[src/hw/hss_pkg.sv]
// Constants, types and method table of the homing search sequencer.
// Assumes one drive clock; host inputs are synchronous to it, sensor inputs are synchronised to it.
// What this block does
// - Method code selects pattern; home switch decides
// - Sample switch at start: fast or slow
// - 24 inactive: pos fast, neg slow, pos slow
// - 24 limit: neg fast, neg slow, pos slow
// - 24 active: neg slow, then pos slow
// - 26 inactive: pos fast, then pos slow
// - 26 limit: neg fast, pos slow, stop falling
// - 26 active: pos slow at once
// - 28 inactive: neg fast, pos slow, neg slow
// - 28 limit: pos fast, pos slow, neg slow
// - 28 active: pos slow, then neg slow
// - 29 inactive: neg fast, neg slow, pos slow
// - 29 limit: pos fast, neg slow, pos slow
// - 29 active: neg slow, pos slow, stop rising
// - 30 inactive: neg fast, neg slow, stop falling
// - 30 limit: pos fast, neg slow, stop falling
// - 30 active: neg slow, stop falling
// - First limit during fast search reverses, keeps fast
// - 33: neg slow, stop at index pulse
// - 34: pos slow, stop at index pulse
// - 35: current position is home, no motion
package hss_pkg;

    localparam int          CW_W       = 16;
    localparam int          METHOD_W   = 8;
    localparam int          SPEED_W    = 32;
    localparam logic [15:0] CW_READY   = 16'h000F;
    localparam logic [15:0] CW_TRIGGER = 16'h001F;
    localparam logic [3:0]  CW_RUN_MSK = 4'hF;

    // Input bit positions on the synchroniser
    localparam int IN_W     = 4;
    localparam int IN_HOME  = 0;
    localparam int IN_PLIM  = 1;
    localparam int IN_NLIM  = 2;
    localparam int IN_INDEX = 3;

    localparam logic [7:0] M_24 = 8'h18;
    localparam logic [7:0] M_26 = 8'h1A;
    localparam logic [7:0] M_28 = 8'h1C;
    localparam logic [7:0] M_29 = 8'h1D;
    localparam logic [7:0] M_30 = 8'h1E;
    localparam logic [7:0] M_33 = 8'h21;
    localparam logic [7:0] M_34 = 8'h22;
    localparam logic [7:0] M_35 = 8'h23;

    typedef enum logic [1:0] {
        K_SWITCH = 2'h0,
        K_INDEX  = 2'h1,
        K_HERE   = 2'h2
    } hss_kind_t;

    typedef enum logic [2:0] {
        S_IDLE  = 3'h0,
        S_FAST  = 3'h1,
        S_SLOW1 = 3'h2,
        S_SLOW2 = 3'h3,
        S_INDEX = 3'h4,
        S_DONE  = 3'h5
    } hss_state_t;

    // Pattern of one method
    typedef struct packed {
        logic      valid;
        hss_kind_t kind;
        logic      baseNeg;
        logic      slowNeg;
        logic      stopAtFall;
        logic      finalNeg;
    } hss_method_t;

    // Drive command
    typedef struct packed {
        logic run;
        logic neg;
        logic fast;
    } hss_drive_t;

    function automatic hss_method_t methodLookup(input logic [7:0] code);
        hss_method_t m;
        m = '{1'b0, K_SWITCH, 1'b0, 1'b0, 1'b0, 1'b0};
        unique case (code)
            M_24: m = '{1'b1, K_SWITCH, 1'b0, 1'b1, 1'b0, 1'b0};
            M_26: m = '{1'b1, K_SWITCH, 1'b0, 1'b0, 1'b1, 1'b0};
            M_28: m = '{1'b1, K_SWITCH, 1'b1, 1'b0, 1'b0, 1'b1};
            M_29: m = '{1'b1, K_SWITCH, 1'b1, 1'b1, 1'b0, 1'b0};
            M_30: m = '{1'b1, K_SWITCH, 1'b1, 1'b1, 1'b1, 1'b0};
            M_33: m = '{1'b1, K_INDEX,  1'b1, 1'b1, 1'b0, 1'b1};
            M_34: m = '{1'b1, K_INDEX,  1'b0, 1'b0, 1'b0, 1'b0};
            M_35: m = '{1'b1, K_HERE,   1'b0, 1'b0, 1'b0, 1'b0};
            default: m = '{1'b0, K_SWITCH, 1'b0, 1'b0, 1'b0, 1'b0};
        endcase
        return m;
    endfunction

endpackage

[src/hw/hss_sequencer.sv]
// Homing search sequencer: picks a pattern from the method code and
// steers drive direction and speed until the home point is reached.
// Assumes controlword, method and speeds are synchronous to sys_clk.
`timescale 1ns/1ns
module hss_sequencer #(
    parameter int SPEED_W = hss_pkg::SPEED_W
) (
    // Clock and reset
    input  wire logic                          sys_clk,
    input  wire logic                          nrst,
    // Host command
    input  wire logic [hss_pkg::CW_W-1:0]      controlWord,
    input  wire logic [hss_pkg::METHOD_W-1:0]  homingMethod,
    input  wire logic [SPEED_W-1:0]            highSpeed,
    input  wire logic [SPEED_W-1:0]            lowSpeed,
    // Sensors
    input  wire logic                          homeReferenceSwitch,
    input  wire logic                          posLimit,
    input  wire logic                          negLimit,
    input  wire logic                          encIndex,
    // Drive command
    output hss_pkg::hss_drive_t                driveCmd_q,
    output logic [SPEED_W-1:0]                 speedCmd_q,
    // Status
    output logic                               homeBusy_q,
    output logic                               homeDone_q,
    output logic                               methodErr_q
);

    logic [hss_pkg::IN_W-1:0]     inLevel;
    logic [hss_pkg::IN_W-1:0]     inRise;
    logic [hss_pkg::IN_W-1:0]     inFall;
    logic [hss_pkg::CW_W-1:0]     cwPrev_q;
    hss_pkg::hss_state_t          state_q;
    hss_pkg::hss_method_t         method_q;
    logic [hss_pkg::METHOD_W-1:0] methodCode_q;
    logic                         limitSeen_q;
    hss_pkg::hss_method_t         info;
    logic                         startReq;
    logic                         runEnabled;
    logic                         homeRise;
    logic                         homeFall;
    logic                         limitAhead;

    hss_edge_sync #(
        .WIDTH (hss_pkg::IN_W)
    ) u_sync (
        .sys_clk (sys_clk),
        .nrst    (nrst),
        .rawIn   ({encIndex, negLimit, posLimit, homeReferenceSwitch}),
        .level   (inLevel),
        .rise    (inRise),
        .fall    (inFall)
    );

    assign info       = hss_pkg::methodLookup(homingMethod);
    assign runEnabled = &(controlWord[3:0] & hss_pkg::CW_RUN_MSK);
    assign startReq   = (cwPrev_q == hss_pkg::CW_READY)
                     && (controlWord == hss_pkg::CW_TRIGGER)
                     && !homeBusy_q;
    assign homeRise   = inRise[hss_pkg::IN_HOME];
    assign homeFall   = inFall[hss_pkg::IN_HOME];
    assign limitAhead = driveCmd_q.neg ? inLevel[hss_pkg::IN_NLIM]
                                       : inLevel[hss_pkg::IN_PLIM];

    // Previous controlword
    always_ff @(posedge sys_clk or negedge nrst) begin
        if (!nrst) begin
            cwPrev_q <= '0;
        end else begin
            cwPrev_q <= controlWord;
        end
    end

    // Search sequence
    always_ff @(posedge sys_clk or negedge nrst) begin
        if (!nrst) begin
            state_q      <= hss_pkg::S_IDLE;
            driveCmd_q   <= '0;
            method_q     <= '0;
            methodCode_q <= '0;
            limitSeen_q  <= 1'b0;
            homeBusy_q   <= 1'b0;
            homeDone_q   <= 1'b0;
            methodErr_q  <= 1'b0;
        end else if (startReq) begin
            method_q     <= info;
            methodCode_q <= homingMethod;
            limitSeen_q  <= 1'b0;
            homeDone_q   <= 1'b0;
            methodErr_q  <= !info.valid;
            if (!info.valid) begin
                state_q    <= hss_pkg::S_IDLE;
                driveCmd_q <= '0;
                homeBusy_q <= 1'b0;
            end else begin
                unique case (info.kind)
                    hss_pkg::K_HERE: begin
                        state_q    <= hss_pkg::S_DONE;
                        driveCmd_q <= '0;
                        homeBusy_q <= 1'b0;
                        homeDone_q <= 1'b1;
                    end
                    hss_pkg::K_INDEX: begin
                        state_q    <= hss_pkg::S_INDEX;
                        driveCmd_q <= '{1'b1, info.baseNeg, 1'b0};
                        homeBusy_q <= 1'b1;
                    end
                    default: begin
                        homeBusy_q <= 1'b1;
                        if (inLevel[hss_pkg::IN_HOME]) begin
                            state_q    <= hss_pkg::S_SLOW1;
                            driveCmd_q <= '{1'b1, info.slowNeg, 1'b0};
                        end else begin
                            state_q    <= hss_pkg::S_FAST;
                            driveCmd_q <= '{1'b1, info.baseNeg, 1'b1};
                        end
                    end
                endcase
            end
        end else if (homeBusy_q && !runEnabled) begin
            state_q    <= hss_pkg::S_IDLE;
            driveCmd_q <= '0;
            homeBusy_q <= 1'b0;
        end else begin
            unique case (state_q)
                hss_pkg::S_FAST: begin
                    if (homeRise) begin
                        state_q    <= hss_pkg::S_SLOW1;
                        driveCmd_q <= '{1'b1, method_q.slowNeg, 1'b0};
                    end else if (limitAhead && !limitSeen_q) begin
                        limitSeen_q    <= 1'b1;
                        driveCmd_q.neg <= !driveCmd_q.neg;
                    end
                end
                hss_pkg::S_SLOW1: begin
                    if (homeFall) begin
                        if (method_q.stopAtFall) begin
                            state_q    <= hss_pkg::S_DONE;
                            driveCmd_q <= '0;
                            homeBusy_q <= 1'b0;
                            homeDone_q <= 1'b1;
                        end else begin
                            state_q    <= hss_pkg::S_SLOW2;
                            driveCmd_q <= '{1'b1, method_q.finalNeg, 1'b0};
                        end
                    end
                end
                hss_pkg::S_SLOW2: begin
                    if (homeRise) begin
                        state_q    <= hss_pkg::S_DONE;
                        driveCmd_q <= '0;
                        homeBusy_q <= 1'b0;
                        homeDone_q <= 1'b1;
                    end
                end
                hss_pkg::S_INDEX: begin
                    if (inRise[hss_pkg::IN_INDEX]) begin
                        state_q    <= hss_pkg::S_DONE;
                        driveCmd_q <= '0;
                        homeBusy_q <= 1'b0;
                        homeDone_q <= 1'b1;
                    end
                end
                hss_pkg::S_IDLE, hss_pkg::S_DONE: begin
                    state_q <= state_q;
                end
                default: begin
                    state_q    <= hss_pkg::S_IDLE;
                    driveCmd_q <= '0;
                    homeBusy_q <= 1'b0;
                end
            endcase
        end
    end

    // Speed command follows the drive command one cycle later
    always_ff @(posedge sys_clk or negedge nrst) begin
        if (!nrst) begin
            speedCmd_q <= '0;
        end else if (!driveCmd_q.run) begin
            speedCmd_q <= '0;
        end else if (driveCmd_q.fast) begin
            speedCmd_q <= highSpeed;
        end else begin
            speedCmd_q <= lowSpeed;
        end
    end

    // Start with switch inactive goes fast in base direction
    property p_start_fast;
        @(posedge sys_clk) disable iff (!nrst)
        (startReq && info.valid && info.kind == hss_pkg::K_SWITCH
         && !inLevel[hss_pkg::IN_HOME])
        |=> (state_q == hss_pkg::S_FAST) && driveCmd_q.fast && driveCmd_q.run
            && (driveCmd_q.neg == $past(info.baseNeg));
    endproperty
    a_start_fast: assert property (p_start_fast) else $error("fast start wrong");

    // Start with switch active goes slow at once
    property p_start_slow;
        @(posedge sys_clk) disable iff (!nrst)
        (startReq && info.valid && info.kind == hss_pkg::K_SWITCH
         && inLevel[hss_pkg::IN_HOME])
        |=> driveCmd_q.run && !driveCmd_q.fast && (state_q == hss_pkg::S_SLOW1);
    endproperty
    a_start_slow: assert property (p_start_slow) else $error("slow start wrong");

    // First limit in search direction reverses at high speed
    property p_limit_reverse;
        @(posedge sys_clk) disable iff (!nrst)
        (state_q == hss_pkg::S_FAST && limitAhead && !limitSeen_q && !homeRise
         && !startReq && runEnabled)
        |=> (driveCmd_q.neg != $past(driveCmd_q.neg)) && driveCmd_q.fast;
    endproperty
    a_limit_reverse: assert property (p_limit_reverse) else $error("no reversal");

    // Method 24 turns negative slow at switch rise
    property p_m24_rise;
        @(posedge sys_clk) disable iff (!nrst)
        (state_q == hss_pkg::S_FAST && methodCode_q == hss_pkg::M_24 && homeRise
         && !startReq && runEnabled)
        |=> driveCmd_q.neg && !driveCmd_q.fast ##1 speedCmd_q == $past(lowSpeed);
    endproperty
    a_m24_rise: assert property (p_m24_rise) else $error("m24 rise wrong");

    // Method 26 stops at switch fall
    property p_m26_fall;
        @(posedge sys_clk) disable iff (!nrst)
        (state_q == hss_pkg::S_SLOW1 && methodCode_q == hss_pkg::M_26 && homeFall
         && runEnabled)
        |=> homeDone_q && !driveCmd_q.run;
    endproperty
    a_m26_fall: assert property (p_m26_fall) else $error("m26 no stop");

    // Method 28 turns negative slow at switch fall
    property p_m28_fall;
        @(posedge sys_clk) disable iff (!nrst)
        (state_q == hss_pkg::S_SLOW1 && methodCode_q == hss_pkg::M_28 && homeFall
         && runEnabled)
        |=> (state_q == hss_pkg::S_SLOW2) && driveCmd_q.neg && !homeDone_q;
    endproperty
    a_m28_fall: assert property (p_m28_fall) else $error("m28 fall wrong");

    // Method 33 runs negative slow
    property p_m33_start;
        @(posedge sys_clk) disable iff (!nrst)
        (startReq && homingMethod == hss_pkg::M_33)
        |=> driveCmd_q.run && driveCmd_q.neg && !driveCmd_q.fast && homeBusy_q;
    endproperty
    a_m33_start: assert property (p_m33_start) else $error("m33 start wrong");

    // Method 35 is done with no motion
    property p_m35_here;
        @(posedge sys_clk) disable iff (!nrst)
        (startReq && homingMethod == hss_pkg::M_35)
        |=> (homeDone_q && !driveCmd_q.run) [*2];
    endproperty
    a_m35_here: assert property (p_m35_here) else $error("m35 moved");

    // Only the controlword transition starts a search
    property p_trigger;
        @(posedge sys_clk) disable iff (!nrst)
        (!homeBusy_q && $rose(homeBusy_q) == 1'b0 && !startReq) |=> !$rose(homeBusy_q);
    endproperty
    a_trigger: assert property (p_trigger) else $error("start without trigger");

    // Dropping run bits stops motion
    property p_abort;
        @(posedge sys_clk) disable iff (!nrst)
        (homeBusy_q && !runEnabled && !startReq) |=> !driveCmd_q.run ##1 speedCmd_q == '0;
    endproperty
    a_abort: assert property (p_abort) else $error("abort ignored");

    // Method 26 keeps positive slow at rise
    property p_m26_rise;
        @(posedge sys_clk) disable iff (!nrst)
        (state_q == hss_pkg::S_FAST && methodCode_q == hss_pkg::M_26 && homeRise
         && runEnabled)
        |=> driveCmd_q.run && !driveCmd_q.neg && !driveCmd_q.fast;
    endproperty
    a_m26_rise: assert property (p_m26_rise) else $error("m26 rise wrong");

    // Method 29 turns positive slow at fall
    property p_m29_fall;
        @(posedge sys_clk) disable iff (!nrst)
        (state_q == hss_pkg::S_SLOW1 && methodCode_q == hss_pkg::M_29 && homeFall
         && runEnabled)
        |=> (state_q == hss_pkg::S_SLOW2) && driveCmd_q.run && !driveCmd_q.neg;
    endproperty
    a_m29_fall: assert property (p_m29_fall) else $error("m29 fall wrong");

    // Method 30 stops at fall
    property p_m30_fall;
        @(posedge sys_clk) disable iff (!nrst)
        (state_q == hss_pkg::S_SLOW1 && methodCode_q == hss_pkg::M_30 && homeFall
         && runEnabled)
        |=> homeDone_q && !homeBusy_q && !driveCmd_q.run;
    endproperty
    a_m30_fall: assert property (p_m30_fall) else $error("m30 no stop");

    // Second slow phase stops at rise
    property p_slow2_stop;
        @(posedge sys_clk) disable iff (!nrst)
        (state_q == hss_pkg::S_SLOW2 && homeRise && runEnabled)
        |=> homeDone_q && !driveCmd_q.run;
    endproperty
    a_slow2_stop: assert property (p_slow2_stop) else $error("slow2 no stop");

    // Method 34 runs positive slow
    property p_m34_start;
        @(posedge sys_clk) disable iff (!nrst)
        (startReq && homingMethod == hss_pkg::M_34)
        |=> driveCmd_q.run && !driveCmd_q.neg && !driveCmd_q.fast;
    endproperty
    a_m34_start: assert property (p_m34_start) else $error("m34 start wrong");

    // Index search stops at index rise
    property p_index_stop;
        @(posedge sys_clk) disable iff (!nrst)
        (state_q == hss_pkg::S_INDEX && inRise[hss_pkg::IN_INDEX] && runEnabled)
        |=> homeDone_q && !driveCmd_q.run;
    endproperty
    a_index_stop: assert property (p_index_stop) else $error("index no stop");

    // Fast phase drives the high speed
    property p_fast_speed;
        @(posedge sys_clk) disable iff (!nrst)
        (driveCmd_q.run && driveCmd_q.fast) |=> speedCmd_q == $past(highSpeed);
    endproperty
    a_fast_speed: assert property (p_fast_speed) else $error("fast speed wrong");

    // Done only while stopped
    property p_done_still;
        @(posedge sys_clk) disable iff (!nrst)
        homeDone_q |-> !driveCmd_q.run && !homeBusy_q;
    endproperty
    a_done_still: assert property (p_done_still) else $error("done while moving");


    c_m24_done: cover property (@(posedge sys_clk) disable iff (!nrst)
        methodCode_q == hss_pkg::M_24 && $rose(homeDone_q));
    c_limit: cover property (@(posedge sys_clk) disable iff (!nrst) $rose(limitSeen_q));
    c_index: cover property (@(posedge sys_clk) disable iff (!nrst)
        state_q == hss_pkg::S_INDEX ##1 state_q == hss_pkg::S_DONE);
    c_abort: cover property (@(posedge sys_clk) disable iff (!nrst)
        $fell(homeBusy_q) && !homeDone_q);
    c_fall_stop: cover property (@(posedge sys_clk) disable iff (!nrst)
        state_q == hss_pkg::S_SLOW1 ##1 state_q == hss_pkg::S_DONE);

endmodule

[src/hw/hss_edge_sync.sv]
// Two-stage synchroniser with edge detect for a group of inputs.
// Assumes the raw inputs may be asynchronous to sys_clk.
`timescale 1ns/1ns
module hss_edge_sync #(
    parameter int WIDTH = 4
) (
    // Clock and reset
    input  wire logic             sys_clk,
    input  wire logic             nrst,
    // Raw inputs
    input  wire logic [WIDTH-1:0] rawIn,
    // Clean level and edges
    output logic      [WIDTH-1:0] level,
    output logic      [WIDTH-1:0] rise,
    output logic      [WIDTH-1:0] fall
);

    logic [WIDTH-1:0] meta_q;
    logic [WIDTH-1:0] sync_q;
    logic [WIDTH-1:0] prev_q;

    // Metastability stage read only by sync stage
    always_ff @(posedge sys_clk or negedge nrst) begin
        if (!nrst) begin
            meta_q <= '0;
            sync_q <= '0;
            prev_q <= '0;
        end else begin
            meta_q <= rawIn;
            sync_q <= meta_q;
            prev_q <= sync_q;
        end
    end

    assign level = sync_q;
    assign rise  = sync_q & ~prev_q;
    assign fall  = ~sync_q & prev_q;

endmodule

[config.mk]
export PLATFORM = sky130hd
export DESIGN_NAME = hss_sequencer
export DESIGN_NICKNAME = d
export VERILOG_FILES = /design/src/hw/hss_pkg.sv /design/src/hw/hss_sequencer.sv /design/src/hw/hss_edge_sync.sv
export SDC_FILE = /design/constraint.sdc
export NUM_CORES = 1
export LEC_CHECK = 0
export BUFFER_PORTS_ARGS = -buffer_cell sky130_fd_sc_hd__buf_2
export CORE_UTILIZATION = 44
export CTS_BUF_LIST = sky130_fd_sc_hd__clkbuf_2 sky130_fd_sc_hd__clkbuf_4 sky130_fd_sc_hd__clkbuf_8
export CTS_CLUSTER_SIZE = 12
export DETAILED_ROUTE_END_ITERATION = 10
export HOLD_SLACK_MARGIN = 0.08
export PLACE_DENSITY = 0.88
export REMOVE_ABC_BUFFERS = 1
export SKIP_CTS_REPAIR_TIMING = 1
export SLEW_MARGIN = 20
export SYNTH_ARGS = -nofsm -noshare
export SYNTH_HDL_FRONTEND = slang
export SYNTH_SLANG_ARGS = --single-unit
[constraint.sdc]
create_clock -name sys_clk -period 1.7 [get_ports sys_clk]
set_input_delay 0.085 -clock sys_clk [delete_from_list [all_inputs] [get_ports sys_clk]]
set_output_delay 0.085 -clock sys_clk [all_outputs]
set_load 0.01 [all_outputs]
==> metrics.yaml <==
grt_pass1_wl_mm: 11.74
start_kind: "flip-flop"
final_core_util: 0.7802
grt_antenna_before_repair: 0
seq_area_frac_synth: 0.5798
power_frac_comb: 0.114
ir_worst_vdd_mv: 0.5400
first_pass_iters: 4
vias: 3126
synth_warnings: 0
switching_share: 0.2322
dpl_cell_area_um2: 3974
crit_cells: 5
avgRoutedWirePerCell_um: 17.73
period_share: 1.165
p_sw_uw: 846.2
drc_errors: 0
critical_path_required_ns: 1.94
worstReg2RegStart: "cwPrev_q[11]"
final_hold_viol_count: 0
io_buffers: 131
period_minus_slack_ns: 1.981
arrival_ns: 2.22
internal_power_mw: 2.799
postLayoutCellArea_um2: 5271
end_kind: "flip-flop"
cts_sinks: 71
pin_count: 132
synth-async-reset-ratio: 1.000
crit_type: "flip-flop to flip-flop"
crit_chain: "nor4_1, nand2_1, or4_4, buf_12, mux2_2"
worst_slack_ns: -0.2810
dieArea_um2: 7302
grt_pass1_vias: 2692
grt_setup_unrepaired: "yes"
die_h_um: 85.45
ant_nets: 0
cts_buffers: 9
synthXorXnorAreaFrac: 0
rows: 30
grt_max_degree: 72
seq_power_share: 0.476
reg2reg_slack_ns: -0.28
synth_mux_area_frac: 0.1290
path_delay_family: "simple AND/OR/NAND/NOR gates"
violations: "setup timing"
synth_cell_types: 42
endpoint: "method_q[2]"
syn-cell-area_um2: 3064
clockBufferDepth: 2
leakagePower_nw: 2.554
r2r-end: "method_q[2]"
synth_compound_area_frac: 0.08616
stdcell_count: 598
drive_gt1_frac: 0.4073
syn_to_final_growth_pct: 72.03
syn_avg_cell_area_um2: 11.48
synth_top_family_by_area: "simple AND/OR/NAND/NOR gates"
power_density_nw_per_um2: 691.5
setup_viol: 13
fp.coreArea_um2: 6756
wl_mm: 10.60
cts_root_buf: "clkbuf_8"
ys_ff_latch: 71
crit_fanout: 6
synth-edff-count: 0
fmax_ghz: 0.5048
hpwl_mm: 5.448
hold_path_class: "input port to flip-flop"
nNetsFinal: 610
clkLatencyLatePin_ns: 0.35
grt_usage: 0.2122
synth-main-ff-cell: "dfrtp_1"
skew_ns: 0.008297
r2r_cells: 5
drt_first_iter_violations: 145
outcome: "finished with violations"
finalSetupTns_ns: -2.352
syn_inst: 267
cap_viol_max_count: 0
clockPowerShare: 0.410
power_mw: 3.645
startpoint: "cwPrev_q[11]"
drv_slew: 0
die_x_um: 85.45
grt_overflow: 0
antenna_cells: 0
max_slew.worst_pin.slew_ns: 0.3823
clk_pin_slew_ns: 0.08
dp.cells: 490
start_util: 0.4535
cts_tree: "done"
via_per_inst: 5.227
max_stage_delay_ns: 0.61
relSlewSlack: 0.7417
synthSimpleGateAreaFrac: 0.1621
synth_fa_ha_area_frac: 0.01225
place_congestion: 0.8555
cp.buffers_inverters: 1
crit_slowest_cell: "or4_4"
cts.htree.levels: 3
[power by group through the flow]
stage | sequential [mW] | combinational (mW) | clock (mW)
detailed placement | 1.77 | 0.228 | 0
finish | 1.74 | 0.414 | 1.50
global placement | 1.76 | 0.217 | 0
CTS | 1.73 | 0.229 | 1.52
global route | 1.74 | 0.442 | 1.59
floorplan | 1.76 | 0.0495 | 0
[area by class of cell]
cell class              instances  area, um^2
multi-input cells             175        1309
flip-flops and latches         71        1780
clock buffers                   9       123.9
clock inverters                 7       95.09
repair buffers                249        1837
fillers                       381        1485
well taps                      80       100.1
inverters                       7       26.28
[how the worst min path moves through the flow]
stage	startpoint	endpoint	slack, ns	cells after the start
finish	homingMethod[0]	method_q[1]	0.1	4
global route	homingMethod[0]	method_q[1]	0.11	4
detailed placement	nrst	cwPrev_q[13]	0.14	2
CTS	nrst	cwPrev_q[9]	-0.24	2
global placement	nrst	cwPrev_q[12]	0.13	2
floorplan	nrst	cwPrev_q[0]	-0.21	0
[state kept, by name (all words and copies together) (netlist names)]
register       count
speedCmd_q        32
cwPrev_q          16
u_sync.level       4
u_sync.meta_q      4
driveCmd_q         3
method_q           3
state_q            3
u_sync.prev_q      2
homeBusy_q         1
homeDone_q         1
limitSeen_q        1
methodErr_q        1
[cells in the mapped netlist, types with 3 or more instances]
cell type / number / share of area
nor2_1: 38 / 0.047
a211oi_1: 3 / 0.0073
clkbuf_1: 7 / 0.0086
nand2b_1: 6 / 0.012
nand2_1: 19 / 0.023
nor4_1: 5 / 0.010
a21oi_1: 10 / 0.016
buf_2: 6 / 0.0098
nand3_1: 5 / 0.0082
inv_1: 7 / 0.0086
nor2b_1: 3 / 0.0061
mux2_2: 3 / 0.011
mux2i_1: 35 / 0.11
nor4bb_1: 3 / 0.0098
o31ai_2: 4 / 0.016
dfrtp_1: 71 / 0.58
o21ai_0: 7 / 0.011
ha_1: 3 / 0.012
nand3b_1: 3 / 0.0073
[cells in the final DEF (no fill, tap or decap), types with 2 or more instances in the layout]
cell type      netlist  final
buf_4                0     25
mux2_2               3      3
a211oi_2             0      2
o31ai_4              0      2
o21a_1               2      2
bufinv_16            0      2
a21oi_1             10      8
clkbuf_8             0      9
mux2i_1             35     35
nand2_1             19     15
nor4_1               5      3
dfrtp_1             71     68
inv_1                7      7
nand2b_1             6      5
nor2_1              38     37
clkinv_2             0      2
nand4_1              2      2
and4b_1              2      2
nor4_2               0      2
dfrtp_2              0      3
a31oi_1              2      2
o31ai_2              4      2
nor2b_1              3      3
buf_2                6    131
a21oi_2              0      2
buf_12               0      3
nand3_1              5      4
buf_6                1      2
ha_1                 3      3
nor4bb_1             3      3
nand3b_1             3      3
o21ai_2              0      3
dlygate4sd3_1        0     86
clkbuf_16            0      2
o21ai_0              7      4
nor3b_1              2      2
nand2_4              0      3
[metal layers]
layer	track usage	wire length, um
met4	0.07424	335
met1	0.2213	3996
met2	0.3935	5422
met5	0	0
met3	0.07393	849
[logic make-up (layout without fill, tap and decap cells)]
family,Yosys count,count (layout)
simple gates,97,97
flops,71,71
mux,39,39
compound gates,36,36
buf+inv,21,272
fa+ha+maj,3,3
[tightest hold or removal path: cells and delay by family]
family | cells | cell delay (ns)
buf+inv | 1 | 0.12
compound gates | 1 | 0.05
simple gates | 2 | 0.16
[stage by stage]
stage                     setup slack (ns)  hold slack (ns)
final                              -0.2810          0.09967
after global routing               -0.3063           0.1133
after CTS                          -0.2024          -0.2391
after detailed placement           -0.1508           0.1397
after global placement             -0.1670           0.1329
after floorplan                    -0.2999          -0.2106
(Power assumes the default switching activity.)
